--- src/hw/uhpc_params.svh ---
// constants of the usb host port control block
`ifndef UHPC_PARAMS_SVH
`define UHPC_PARAMS_SVH

// byte offsets on the register bus
`define UHPC_OFS_PORT       4'h0
`define UHPC_OFS_INT_STAT   4'h4
`define UHPC_OFS_INT_MASK   4'h8

// port register field positions
`define UHPC_B_CONN_STATE   0
`define UHPC_B_CONN_DET     1
`define UHPC_B_PORT_EN      2
`define UHPC_B_EN_CHG       3
`define UHPC_B_RESUME       6
`define UHPC_B_SUSPEND      7
`define UHPC_B_BUS_RESET    8
`define UHPC_B_LINE_DP      10
`define UHPC_B_LINE_DM      11
`define UHPC_B_POWER        12
`define UHPC_B_SPEED_LO     17

// attached speed codes
`define UHPC_SPEED_NONE     2'h0
`define UHPC_SPEED_FULL     2'h1
`define UHPC_SPEED_LOW      2'h2

// interrupt status and mask layout
`define UHPC_INT_W          3
`define UHPC_I_PORT_EVT     0
`define UHPC_I_DISCONNECT   1
`define UHPC_I_WAKEUP       2

`define UHPC_RESET_WORD     32'h0000_0000

// line timing
`define UHPC_CLK_MHZ        125
`define UHPC_CONN_DEB_NS    2500
`define UHPC_CONN_DEB_CYC   ((`UHPC_CONN_DEB_NS * `UHPC_CLK_MHZ + 999) / 1000)
`define UHPC_DISC_NS        2500
`define UHPC_DISC_CYC       ((`UHPC_DISC_NS * `UHPC_CLK_MHZ + 999) / 1000)

`endif

--- src/hw/uhpc_pkg.sv ---
// types of the usb host port control block
package uhpc_pkg;

  typedef enum logic [2:0] {
    UHPC_LN_DETACHED = 3'b001,
    UHPC_LN_DEBOUNCE = 3'b010,
    UHPC_LN_ATTACHED = 3'b100
  } uhpc_line_state_t;

endpackage

--- src/hw/uhpc_line_monitor.sv ---
// line monitor: connect, disconnect, speed and remote wakeup detection
`timescale 1ns/1ps
`include "uhpc_params.svh"

module uhpc_line_monitor
  import uhpc_pkg::*;
#(
  parameter int CNT_W    = 12,
  parameter int DEB_CYC  = `UHPC_CONN_DEB_CYC,
  parameter int DISC_CYC = `UHPC_DISC_CYC
) (
  // clock and reset
  input  wire logic       clk,
  input  wire logic       rst,
  // line levels and port context
  input  wire logic       dp_in,
  input  wire logic       dm_in,
  input  wire logic       drive_active,
  input  wire logic       suspended,
  // results
  output logic            connected,
  output logic [1:0]      speed,
  output logic            conn_pulse,
  output logic            disc_pulse,
  output logic            wake_pulse
);

  uhpc_line_state_t st_ff, nxt_st;
  logic [CNT_W-1:0] cnt_ff, nxt_cnt;
  logic [1:0]       speed_ff, nxt_speed;
  logic             conn_p_ff, nxt_conn_p;
  logic             disc_p_ff, nxt_disc_p;
  logic             wake_p_ff, nxt_wake_p;
  logic             se0;
  logic             k_state;

  assign se0     = ~dp_in & ~dm_in;
  // k is the inverse of the idle level for the latched speed
  assign k_state = (speed_ff == `UHPC_SPEED_LOW) ? (dp_in & ~dm_in) : (~dp_in & dm_in);

  always_comb begin
    nxt_st     = st_ff;
    nxt_cnt    = cnt_ff;
    nxt_speed  = speed_ff;
    nxt_conn_p = 1'b0;
    nxt_disc_p = 1'b0;
    nxt_wake_p = 1'b0;
    case (st_ff)
      UHPC_LN_DETACHED: begin
        nxt_cnt = '0;
        if (!se0 && !drive_active) begin
          nxt_st = UHPC_LN_DEBOUNCE;
        end
      end
      UHPC_LN_DEBOUNCE: begin
        if (se0 || drive_active) begin
          nxt_st  = UHPC_LN_DETACHED;
          nxt_cnt = '0;
        end else if (cnt_ff == CNT_W'(DEB_CYC - 1)) begin
          nxt_st     = UHPC_LN_ATTACHED;
          nxt_cnt    = '0;
          nxt_conn_p = 1'b1;
          nxt_speed  = dp_in ? `UHPC_SPEED_FULL : `UHPC_SPEED_LOW;
        end else begin
          nxt_cnt = cnt_ff + CNT_W'(1);
        end
      end
      UHPC_LN_ATTACHED: begin
        if (se0 && !drive_active) begin
          if (cnt_ff == CNT_W'(DISC_CYC - 1)) begin
            nxt_st     = UHPC_LN_DETACHED;
            nxt_cnt    = '0;
            nxt_disc_p = 1'b1;
            nxt_speed  = `UHPC_SPEED_NONE;
          end else begin
            nxt_cnt = cnt_ff + CNT_W'(1);
          end
        end else begin
          nxt_cnt = '0;
        end
        if (suspended && !drive_active && k_state) begin
          nxt_wake_p = 1'b1;
        end
      end
      default: begin
        nxt_st    = UHPC_LN_DETACHED;
        nxt_cnt   = '0;
        nxt_speed = `UHPC_SPEED_NONE;
      end
    endcase
  end

  always_ff @(posedge clk) begin
    if (rst) begin
      st_ff     <= UHPC_LN_DETACHED;
      cnt_ff    <= '0;
      speed_ff  <= `UHPC_SPEED_NONE;
      conn_p_ff <= 1'b0;
      disc_p_ff <= 1'b0;
      wake_p_ff <= 1'b0;
    end else begin
      st_ff     <= nxt_st;
      cnt_ff    <= nxt_cnt;
      speed_ff  <= nxt_speed;
      conn_p_ff <= nxt_conn_p;
      disc_p_ff <= nxt_disc_p;
      wake_p_ff <= nxt_wake_p;
    end
  end

  assign connected  = (st_ff == UHPC_LN_ATTACHED);
  assign speed      = speed_ff;
  assign conn_pulse = conn_p_ff;
  assign disc_pulse = disc_p_ff;
  assign wake_pulse = wake_p_ff;

endmodule // uhpc_line_monitor

--- src/hw/uhpc_port_ctrl.sv ---
// usb host port control and status logic with avalon-mm register slave
//
// The register offsets and the Avalon-MM register port were decided locally.
`timescale 1ns/1ps
`include "uhpc_params.svh"

module uhpc_port_ctrl
  import uhpc_pkg::*;
#(
  parameter int CNT_W    = 12,
  parameter int DEB_CYC  = `UHPC_CONN_DEB_CYC,
  parameter int DISC_CYC = `UHPC_DISC_CYC
) (
  // clock and reset
  input  wire logic        clk,
  input  wire logic        rst,
  // avalon-mm slave
  input  wire logic [3:0]  avs_address,
  input  wire logic        avs_read,
  input  wire logic        avs_write,
  input  wire logic [31:0] avs_writedata,
  input  wire logic [3:0]  avs_byteenable,
  output logic [31:0]      avs_readdata,
  output logic             avs_waitrequest,
  // interrupt
  output logic             irq,
  // usb data lines
  input  wire logic        dp_in,
  input  wire logic        dm_in,
  output logic             dp_out,
  output logic             dm_out,
  output logic             d_oe_n,
  // port status to the frame logic
  output logic             sof_enable,
  output logic             port_power_on
);

  // bus handshake
  logic        ack_ff, nxt_ack;
  logic [31:0] rdata_ff, nxt_rdata;
  logic        wr_fire;
  logic        port_wr, stat_wr, mask_wr;

  // port state
  logic        port_enabled_ff, nxt_port_enabled;
  logic        enable_change_flag_ff, nxt_enable_change_flag;
  logic        connect_detected_flag_ff, nxt_connect_detected_flag;
  logic        resume_drive_ff, nxt_resume_drive;
  logic        port_suspend_ff, nxt_port_suspend;
  logic        bus_reset_drive_ff, nxt_bus_reset_drive;
  logic        power_ff, nxt_power;
  logic [`UHPC_INT_W-1:0] int_stat_ff, nxt_int_stat;
  logic [`UHPC_INT_W-1:0] int_mask_ff, nxt_int_mask;
  logic        irq_ff, nxt_irq;

  // line drive
  logic        dp_ff, nxt_dp;
  logic        dm_ff, nxt_dm;
  logic        oe_n_ff, nxt_oe_n;
  logic        sof_ff, nxt_sof;

  // monitor results
  logic        connect_state;
  logic [1:0]  attached_speed;
  logic        conn_pulse, disc_pulse, wake_pulse;
  logic        drive_active;
  logic        reset_done, reset_start, enable_change;

  // write-one strobes of the port register
  logic        w1_conn_det;
  logic        w1_port_en;
  logic        w1_en_chg;
  logic        w1_resume;
  logic        w1_suspend;
  logic        w1_bus_reset;

  // write-one test of a bit, honouring its byte lane
  function automatic logic wr_one(input logic sel, input logic [3:0] be,
                                  input logic [31:0] wd, input int bitn);
    return sel & be[bitn / 8] & wd[bitn];
  endfunction

  // lane-enabled write of a read-write bit
  function automatic logic wr_rw(input logic sel, input logic [3:0] be,
                                 input logic [31:0] wd, input int bitn, input logic cur);
    return (sel & be[bitn / 8]) ? wd[bitn] : cur;
  endfunction

  uhpc_line_monitor #(
    .CNT_W    (CNT_W),
    .DEB_CYC  (DEB_CYC),
    .DISC_CYC (DISC_CYC)
  ) u_monitor (
    .clk          (clk),
    .rst          (rst),
    .dp_in        (dp_in),
    .dm_in        (dm_in),
    .drive_active (drive_active),
    .suspended    (port_suspend_ff),
    .connected    (connect_state),
    .speed        (attached_speed),
    .conn_pulse   (conn_pulse),
    .disc_pulse   (disc_pulse),
    .wake_pulse   (wake_pulse)
  );

  assign drive_active = ~oe_n_ff;

  // register bus: one wait cycle, then the answer
  assign avs_waitrequest = (avs_read | avs_write) & ~ack_ff;
  assign wr_fire         = avs_write & ack_ff;
  assign port_wr         = wr_fire & (avs_address == `UHPC_OFS_PORT);
  assign stat_wr         = wr_fire & (avs_address == `UHPC_OFS_INT_STAT);
  assign mask_wr         = wr_fire & (avs_address == `UHPC_OFS_INT_MASK);

  // write-one strobes, each gated by its byte lane
  assign w1_conn_det  = wr_one(port_wr, avs_byteenable, avs_writedata, `UHPC_B_CONN_DET);
  assign w1_port_en   = wr_one(port_wr, avs_byteenable, avs_writedata, `UHPC_B_PORT_EN);
  assign w1_en_chg    = wr_one(port_wr, avs_byteenable, avs_writedata, `UHPC_B_EN_CHG);
  assign w1_resume    = wr_one(port_wr, avs_byteenable, avs_writedata, `UHPC_B_RESUME);
  assign w1_suspend   = wr_one(port_wr, avs_byteenable, avs_writedata, `UHPC_B_SUSPEND);
  assign w1_bus_reset = wr_one(port_wr, avs_byteenable, avs_writedata, `UHPC_B_BUS_RESET);

  always_comb begin
    nxt_ack   = (avs_read | avs_write) & ~ack_ff;
    nxt_rdata = rdata_ff;
    if (avs_read && !ack_ff) begin
      nxt_rdata = `UHPC_RESET_WORD;
      case (avs_address)
        `UHPC_OFS_PORT: begin
          nxt_rdata[`UHPC_B_CONN_STATE]                = connect_state;
          nxt_rdata[`UHPC_B_CONN_DET]                  = connect_detected_flag_ff;
          nxt_rdata[`UHPC_B_PORT_EN]                   = port_enabled_ff;
          nxt_rdata[`UHPC_B_EN_CHG]                    = enable_change_flag_ff;
          nxt_rdata[`UHPC_B_RESUME]                    = resume_drive_ff;
          nxt_rdata[`UHPC_B_SUSPEND]                   = port_suspend_ff;
          nxt_rdata[`UHPC_B_BUS_RESET]                 = bus_reset_drive_ff;
          nxt_rdata[`UHPC_B_LINE_DP]                   = dp_in;
          nxt_rdata[`UHPC_B_LINE_DM]                   = dm_in;
          nxt_rdata[`UHPC_B_POWER]                     = power_ff;
          nxt_rdata[`UHPC_B_SPEED_LO +: 2]             = attached_speed;
        end
        `UHPC_OFS_INT_STAT: nxt_rdata[`UHPC_INT_W-1:0] = int_stat_ff;
        `UHPC_OFS_INT_MASK: nxt_rdata[`UHPC_INT_W-1:0] = int_mask_ff;
        default:            nxt_rdata                  = `UHPC_RESET_WORD;
      endcase
    end
  end

  always_ff @(posedge clk) begin
    if (rst) begin
      ack_ff   <= 1'b0;
      rdata_ff <= `UHPC_RESET_WORD;
    end else begin
      ack_ff   <= nxt_ack;
      rdata_ff <= nxt_rdata;
    end
  end

  assign avs_readdata = rdata_ff;

  // port control and status
  always_comb begin
    // power is only a flag, no supply is switched
    nxt_power = wr_rw(port_wr, avs_byteenable, avs_writedata, `UHPC_B_POWER, power_ff);

    nxt_bus_reset_drive = wr_rw(port_wr, avs_byteenable, avs_writedata,
                                `UHPC_B_BUS_RESET, bus_reset_drive_ff);
    nxt_resume_drive    = wr_rw(port_wr, avs_byteenable, avs_writedata,
                                `UHPC_B_RESUME, resume_drive_ff);

    reset_start = nxt_bus_reset_drive & ~bus_reset_drive_ff;
    reset_done  = bus_reset_drive_ff & ~nxt_bus_reset_drive;

    // suspend is set by software, cleared only by the listed events
    nxt_port_suspend = port_suspend_ff;
    if (w1_suspend) begin
      nxt_port_suspend = 1'b1;
    end
    if (w1_bus_reset || w1_resume || wake_pulse || disc_pulse) begin
      nxt_port_suspend = 1'b0;
    end

    // enable: set by end of bus reset only
    nxt_port_enabled = port_enabled_ff;
    if (reset_done && connect_state) begin
      nxt_port_enabled = 1'b1;
    end
    if (disc_pulse || w1_port_en) begin
      nxt_port_enabled = 1'b0;
    end

    enable_change = nxt_port_enabled ^ port_enabled_ff;
    nxt_enable_change_flag = enable_change |
      (enable_change_flag_ff & ~w1_en_chg);
    nxt_connect_detected_flag = conn_pulse |
      (connect_detected_flag_ff & ~w1_conn_det);
  end

  // interrupt status, mask and output; a set wins over a clear
  always_comb begin
    nxt_int_mask = int_mask_ff;
    if (mask_wr && avs_byteenable[0]) begin
      nxt_int_mask = avs_writedata[`UHPC_INT_W-1:0];
    end
    nxt_int_stat = int_stat_ff;
    if (stat_wr && avs_byteenable[0]) begin
      nxt_int_stat = int_stat_ff & ~avs_writedata[`UHPC_INT_W-1:0];
    end
    if (reset_start || enable_change || conn_pulse) begin
      nxt_int_stat[`UHPC_I_PORT_EVT] = 1'b1;
    end
    if (disc_pulse) begin
      nxt_int_stat[`UHPC_I_DISCONNECT] = 1'b1;
    end
    if (wake_pulse) begin
      nxt_int_stat[`UHPC_I_WAKEUP] = 1'b1;
    end
    nxt_irq = |(nxt_int_stat & nxt_int_mask);
  end

  // line drive: bus reset is se0, resume is k, otherwise released
  always_comb begin
    nxt_dp   = 1'b0;
    nxt_dm   = 1'b0;
    nxt_oe_n = 1'b1;
    if (nxt_bus_reset_drive) begin
      nxt_oe_n = 1'b0;
    end else if (nxt_resume_drive) begin
      nxt_oe_n = 1'b0;
      nxt_dp   = (attached_speed == `UHPC_SPEED_LOW);
      nxt_dm   = (attached_speed != `UHPC_SPEED_LOW);
    end
    nxt_sof = nxt_port_enabled & ~nxt_port_suspend & ~nxt_bus_reset_drive;
  end

  always_ff @(posedge clk) begin
    if (rst) begin
      port_enabled_ff          <= 1'b0;
      enable_change_flag_ff    <= 1'b0;
      connect_detected_flag_ff <= 1'b0;
      resume_drive_ff          <= 1'b0;
      port_suspend_ff          <= 1'b0;
      bus_reset_drive_ff       <= 1'b0;
      power_ff                 <= 1'b0;
    end else begin
      port_enabled_ff          <= nxt_port_enabled;
      enable_change_flag_ff    <= nxt_enable_change_flag;
      connect_detected_flag_ff <= nxt_connect_detected_flag;
      resume_drive_ff          <= nxt_resume_drive;
      port_suspend_ff          <= nxt_port_suspend;
      bus_reset_drive_ff       <= nxt_bus_reset_drive;
      power_ff                 <= nxt_power;
    end
  end

  always_ff @(posedge clk) begin
    if (rst) begin
      int_stat_ff              <= '0;
      int_mask_ff              <= '0;
      irq_ff                   <= 1'b0;
    end else begin
      int_stat_ff              <= nxt_int_stat;
      int_mask_ff              <= nxt_int_mask;
      irq_ff                   <= nxt_irq;
    end
  end

  always_ff @(posedge clk) begin
    if (rst) begin
      dp_ff                    <= 1'b0;
      dm_ff                    <= 1'b0;
      oe_n_ff                  <= 1'b1;
      sof_ff                   <= 1'b0;
    end else begin
      dp_ff                    <= nxt_dp;
      dm_ff                    <= nxt_dm;
      oe_n_ff                  <= nxt_oe_n;
      sof_ff                   <= nxt_sof;
    end
  end

  assign irq           = irq_ff;
  assign dp_out        = dp_ff;
  assign dm_out        = dm_ff;
  assign d_oe_n        = oe_n_ff;
  assign sof_enable    = sof_ff;
  assign port_power_on = power_ff;

endmodule // uhpc_port_ctrl

--- config.mk ---
export PLATFORM = sky130hd
export DESIGN_NAME = uhpc_port_ctrl
export DESIGN_NICKNAME = d
export VERILOG_FILES = /design/src/hw/uhpc_pkg.sv /design/src/hw/uhpc_line_monitor.sv /design/src/hw/uhpc_port_ctrl.sv
export VERILOG_INCLUDE_DIRS = /design/src /design/src/hw
export SDC_FILE = /design/constraint.sdc
export NUM_CORES = 1
export LEC_CHECK = 0
export ABC_AREA = 1
export BUFFER_PORTS_ARGS = -buffer_cell sky130_fd_sc_hd__buf_2
export CORE_MARGIN = 2
export CORE_UTILIZATION = 40
export CTS_CLUSTER_DIAMETER = 150
export DETAILED_ROUTE_END_ITERATION = 8
export PLACE_DENSITY = 0.68
export SETUP_SLACK_MARGIN = 0.2
export SLEW_MARGIN = 30
export SYNTH_ARGS = -nofsm -noshare
export SYNTH_HDL_FRONTEND = slang
export SYNTH_SLANG_ARGS = --single-unit
--- constraint.sdc ---
create_clock -name clk -period 1.2 [get_ports clk]
set_input_delay 0.12 -clock clk [delete_from_list [all_inputs] [get_ports clk]]
set_output_delay 0.12 -clock clk [all_outputs]
set_load 0.005 [all_outputs]
== Yosys cells after proc, flatten, opt, wreduce, memory -nomap -nowiden ==
Index checks and enable logic that the tools add are counted.
W data, S select, Z words.

* Bits in read-only memories: 0
* Register bits: 51
* Logic and storage cells: 142
* Memories: 0
* Bits of input ports: 46
* Output and inout port bits: 39
* Bits in writable memories: 0
* Latch bits: 0

* Multiply operators: 0
* Shift-type cells: 0
* Reductions and logical operators: 25
* Bitwise logic cells: 43
* Divide/modulo/power cells: 0
* Eq/ne operators: 14
* Order comparisons: 0
* Mux-type cells: 37
* $add $sub $neg: 1

{| class="wikitable"
|+ Operator list
! kind !! count
|-
| $mux W12 || 3
|-
| $mux W3 || 9
|-
| $pmux W12 S2 || 1
|-
| $and A1 B1 Y1 || 22
|-
| $pmux W3 S3 || 2
|-
| $mux W1 || 15
|-
| $not A1 Y1 || 14
|-
| $add A12 B1 Y12 const B || 1
|-
| $eq A12 B9 Y1 const B || 1
|-
| $mux W2 || 6
|-
| $reduce_or A3 Y1 || 4
|-
| $logic_and A1 B1 Y1 || 8
|-
| $ne A2 B1 Y1 const B || 4
|-
| $logic_or A1 B1 Y1 || 7
|-
| $and A3 B3 Y3 || 2
|-
| $pmux W2 S3 || 1
|-
| $reduce_and A5 Y1 || 1
|-
| $eq A4 B3 Y1 const B || 1
|-
| $eq A4 B4 Y1 const B || 1
|-
| $logic_not A4 Y1 || 1
|-
| $ne A2 B2 Y1 const B || 2
|-
| $reduce_and A4 Y1 || 1
|-
| $eq A3 B1 Y1 const B || 1
|-
| $eq A3 B2 Y1 const B || 1
|-
| other kinds (8) || 11
|}

== Longest topological paths before layout ==
* Depth in word-level cells: 15
* Gate-level depth with buffers: 11
* Depth with buffers taken out: 11

== By module ==
Synthesis repeated with hierarchy kept, for this count alone.

* Cell total of the unflattened synthesis: 343
* Area, all modules: 2507.4 sq um

{| class="wikitable"
|+ By module, submodules not included
! module !! area an instance (sq um) !! times used !! cells each !! sequential area each (sq um)
|-
| uhpc_port_ctrl || 1468.9 || 1 || 199 || 620.6
|-
| uhpc_line_monitor || 1038.5 || 1 || 144 || 400.4
|}

== Worst setup path after synthesis ==
Ideal clock, no wire load.

* Kind: register to register
* Start point: reg u_monitor.cnt_ff[0]
* End point: reg u_monitor.st_ff[2]
* Required time: 1.091 ns
* Period minus slack after synthesis: 1.285 ns
* Path buffers: 0
* Cell stages (with the launch flop): 10
* Slack: -0.085 ns
* Setup time: 0.109 ns
* Data arrival time: 1.176 ns
* Cells stage by stage: dfxtp_1 > inv_1 > ha_1 > inv_1 > nor2_1 > nand3_1 > o21ai_2 > o21ai_0 > nand2_1 > inv_1

* Word-level cells in the longest chain between the ends: 3
* Elaborated cells on any way between the ends: 4
* Classes of those cells: 3 x eq/ne; 1 x reduce/logical

{| class="wikitable"
|+ Ends and longest elaborated chain
! what !! RTL line !! RTL
|-
| start: declaration || uhpc_line_monitor.sv:29 || <nowiki>logic [CNT_W-1:0] cnt_ff, nxt_cnt;</nowiki>
|-
| start signal: assignment || uhpc_line_monitor.sv:103 || <nowiki>cnt_ff <= nxt_cnt;</nowiki>
|-
| $eq A12 B9 Y1 (*) || uhpc_line_monitor.sv:59, uhpc_line_monitor.sv:70 ||
|-
| $ne A3 B1 Y1 (no line) / $ne A2 B1 Y1 (equally long branches) || n/a ||
|-
| $reduce_and A4 Y1 (no line) (*) || n/a ||
|-
| end signal: assignment || uhpc_line_monitor.sv:102 || <nowiki>st_ff <= nxt_st;</nowiki>
|-
| end: declaration || uhpc_line_monitor.sv:28 || <nowiki>uhpc_line_state_t st_ff, nxt_st;</nowiki>
|}

Every way passes the cells marked *; elsewhere a longest branch is shown, timed or not.
A chain may end at the register's enable or synchronous reset.

== Worst setup path in the final report ==
* Start point: reg u_monitor.cnt_ff[0]
* End point: reg u_monitor.speed_ff[0] (netlist: u_monitor.speed[0])

* Word-level cells in the longest chain between the ends: 3
* Elaborated cells on any way between the ends: 4
* Classes of those cells: 3 x eq/ne; 1 x reduce/logical

{| class="wikitable"
|+ Ends and longest elaborated chain
! what !! RTL line !! RTL
|-
| $eq A12 B9 Y1 (*) || uhpc_line_monitor.sv:59, uhpc_line_monitor.sv:70 ||
|-
| $ne A2 B1 Y1 (no line) || n/a ||
|-
| $reduce_and A5 Y1 (no line) (*) || n/a ||
|-
| end signal: assignment || uhpc_line_monitor.sv:97 || <nowiki>speed_ff <= `UHPC_SPEED_NONE;</nowiki>
|-
| end signal: assignment || uhpc_line_monitor.sv:104 || <nowiki>speed_ff <= nxt_speed;</nowiki>
|-
| end: declaration || uhpc_line_monitor.sv:30 || <nowiki>logic [1:0] speed_ff, nxt_speed;</nowiki>
|}

Marked as above.

==> flow_summary_export.csv <==
group,metric,value,unit
run_status,status,"finished with violations",
run_status,violations,"setup timing",
sta,fmax,0.7451,GHz
floorplanning,dieArea,0.007033,mm²
detailed_routing,routed-via-count,2499,
finish,area_growth,48.31,%
detailed_routing,dr.first_iter.drc_count,177,
setup_path,ff2ff_path_depth,9,
grt,grt_antenna_before_repair,0,
sta,final-setup-viol-count,26,
grt,grt_max_degree,24,
sta,fin_crit,1.342,ns
placement,pre_cts_ws,-0.1413,ns
finish,finalNetCount,496,
detailed_routing,routedWlPerCell,12.17,µm
clock_network,holdBufCountCts,0,
grt,grt_first_pass_wirelength,10040,µm
sta,worst_hold_slack,0.03876,ns
power_and_ir_drop,p_sw,1101,µW
detailed_routing,wl,6402,µm
sta,final-max-slew-violation-count,0,
power_and_ir_drop,p_int,2475,µW
yosys,synth.top_cell.area_share,40.02,%
floorplanning,rows,29,
clock_network,clock-sinks,51,
floorplanning,start_util,40.88,%
clock_network,htreeDepth,2,
detailed_routing,via_per_inst,4.751,
clock_network,cts_tree,"done",
floorplanning,core_area,0.006241,mm²
clock_network,clk_latency,0.32,ns
detailed_routing,ant_nets,0,
yosys,synth.distinct_cells,36,
placement,port_buffers,38,
detailed_routing,firstDrtPassIters,4,
yosys,yosys_warnings,0,
yosys,netlist_area,0.002551,mm²
yosys,syn_inst,350,
detailed_routing,post-route-drc-count,0,
power_and_ir_drop,p_clk_share,29.7,%
grt,grt_overflow,0,
clock_network,root_buffer,"clkbuf_8",
yosys,syn_area_per_cell,7.289,µm²
clock_network,cts.clk_slew.worst_paths,0.11,ns
sta,finalHoldViolCount,0,
power_and_ir_drop,swShare,30.79,%
yosys,ys_ff_latch,51,
setup_path,worstPathRequired,1.43,ns
yosys,synthTopCellsByArea,"dfxtp_1, nand2_1, inv_1",
power_and_ir_drop,peakVddDrop,0.0006089,V
setup_path,cp-start-kind,"flip-flop",
yosys,synth_edf_count,0,
floorplanning,die_height,83.86,µm
power_and_ir_drop,total_leakage_power,0.001701,µW
grt,grt_pass1_vias,2423,
setup_path,crit_type,"reg -> reg",
yosys,async_flop_share,0,%
clock_network,cts_buffers,5,
yosys,ys_seq_area_share,40.02,%
sta,fin_crit_sh,111.8,%
placement,place_hpwl,4254,µm
worst_hold_path,min_path_cells,3,
run,cap_violations,0,
grt,grt.total_usage,16.98,%
floorplanning,io_pins,85,
finish,drive_gt1_share,51.67,%
power_and_ir_drop,combPwrFrac,19.6,%
worst_hold_path,hold_class,"in -> reg",
sta,skew,0.01252,ns
power_and_ir_drop,power_frac_seq,50.7,%
finish,diodes,0,
clock_network,ctsLongestPathBuffers,2,
power_and_ir_drop,p_per_area,945.3,mW/mm²
sta,setup_slack,-0.1420,ns
floorplanning,die_x,83.86,µm
yosys,synthFlopType,"dfxtp_1",
sta,rsz0062_at_grt,"true",
setup_path,end_kind,"flip-flop",
setup_path,critPathMaxFanout,5,
setup_path,critPathArrivalTime,1.57,ns
placement,gp_congestion,0.9130,
yosys,yosysTopAreaCell,"dfxtp_1",
-- Yosys cell counts, types with 2 or more instances --
master	instances
inv_2	5
dfxtp_1	51
clkbuf_1	2
nor3_2	3
nand3_1	21
nor3_1	12
xor2_1	3
nor2_4	2
nor3b_1	2
a21oi_1	9
inv_1	49
nor3_4	2
nor2_2	12
a22oi_1	9
ha_1	2
buf_4	21
nor2_1	47
a31oi_1	2
o21ai_0	8
nand2_1	64
nand3_2	4
nand4_1	3
o21ai_2	3
o211ai_1	2
-- cells by family (layout without fill, tap and decap cells) --
family,Yosys count,count (layout),share of synthesized area [%]
compound gates,37,37,9.269
fa+ha+maj,2,2,0.9807
simple gates,176,177,33.15
other cells,1,20,0.1470
flops,51,51,40.02
buf+inv,79,158,15.06
xor+xnor,4,4,1.373
-- cell type report --
cell class / count / area, µm²
Clock buffer: 5 / 68.82
Clock inverter: 3 / 26.28
Fill cell: 534 / 2457
Inverter: 54 / 212.7
Multi-Input combinational cell: 240 / 1629
Sequential cell: 51 / 1040
Tap cell: 77 / 96.34
Timing Repair Buffer: 96 / 710.7
-- repair_timing --
action,4_1_cts,5_1_grt
setup buffers,5,6
pin swaps,24,26
resized for setup,51,72
setup endpoints to repair,50,51
gates cloned,1,0
-- path summary, 6_finish.rpt --
path,start,endpoint,slack (ns)
setup / recovery,u_monitor.cnt_ff[0]$_SDFF_PP0_,u_monitor.speed[0]$_SDFFE_PP0P_,-0.14
hold / removal,avs_writedata[12],port_power_on$_SDFFE_PP0N_,0.04
setup reg to reg,u_monitor.cnt_ff[0]$_SDFF_PP0_,u_monitor.speed[0]$_SDFFE_PP0P_,-0.14
hold reg to reg,u_monitor.cnt_ff[0]$_SDFF_PP0_,u_monitor.cnt_ff[0]$_SDFF_PP0_,0.44
-- sequential cells by signal (all words and copies together) (netlist names) --
name                      flops
ack_ff                        1
avs_readdata                 12
bus_reset_drive_ff            1
connect_detected_flag_ff      1
d_oe_n                        1
dm_out                        1
dp_out                        1
enable_change_flag_ff         1
int_mask_ff                   3
int_stat_ff                   3
irq                           1
port_enabled_ff               1
port_power_on                 1
port_suspend_ff               1
resume_drive_ff               1
sof_enable                    1
u_monitor.cnt_ff             12
u_monitor.conn_pulse          1
u_monitor.disc_pulse          1
u_monitor.speed               2
u_monitor.st_ff               3
u_monitor.wake_pulse          1
-- routing by layer --
metal / share of wire (%) / track usage, %
met1: 42 / 19.95
met2: 53 / 29.09
met3: 3.1 / 3.462
met4: 1.8 / 8.798
met5: 0 / 0
-- worst max-delay path, stage by stage, from the launching register on --
cell and delay, ns:
dfxtp_2 0.35, inv_2 0.08, ha_4 0.14, inv_2 0.04
nor2_2 0.08, nand3_2 0.10, o21ai_4 0.24, nand4_1 0.12
nand2_1 0.09, nor2_1 0.04
-- power groups by stage --
stage	combinational (µW)	sequential, µW	clock, µW
finish	702	1810	1060
global route	771	1820	1160
CTS	578	1810	1080
detailed placement	518	1850	0
global placement	511	1840	0
floorplan	386	1840	0
-- stage by stage --
step | instances | setup TNS, ns | util (%) | instance area, µm² | total power (µW)
final | 526 | -1.707 | 60.63 | 3784 | 3577
after global routing | 526 | -3.727 | 60.63 | 3784 | 3750
after detailed placement | 506 | -1.805 | 50.50 | 3152 | 2365
after CTS | 520 | -1.131 | 55.47 | 3462 | 3466
after floorplan | 369 | -0.1226 | - | 2700 | 2229
after global placement | 506 | -1.233 | 50.50 | 3152 | 2355
-- layout by cell type, fill, tap and decap left out, types with 3 or more instances in the layout --
| master | n |
|---|---|
| dfxtp_2 | 9 |
| nor2_1 | 34 |
| buf_2 | 37 |
| dfxtp_1 | 40 |
| nand3_2 | 11 |
| a21oi_1 | 4 |
| clkbuf_8 | 5 |
| nor3_2 | 7 |
| inv_1 | 35 |
| o21ai_2 | 5 |
| inv_2 | 16 |
| buf_4 | 37 |
| a22oi_1 | 7 |
| nand4_1 | 3 |
| o21ai_4 | 4 |
| nor2_4 | 13 |
| nor2_2 | 15 |
| nand3_4 | 5 |
| nand2_1 | 45 |
| nand2_2 | 19 |
| nor3_1 | 8 |
| inv_6 | 3 |
| a21oi_2 | 5 |
| nand3_1 | 9 |
| conb_1 | 20 |
| buf_6 | 22 |
(Power assumes the default switching activity.)
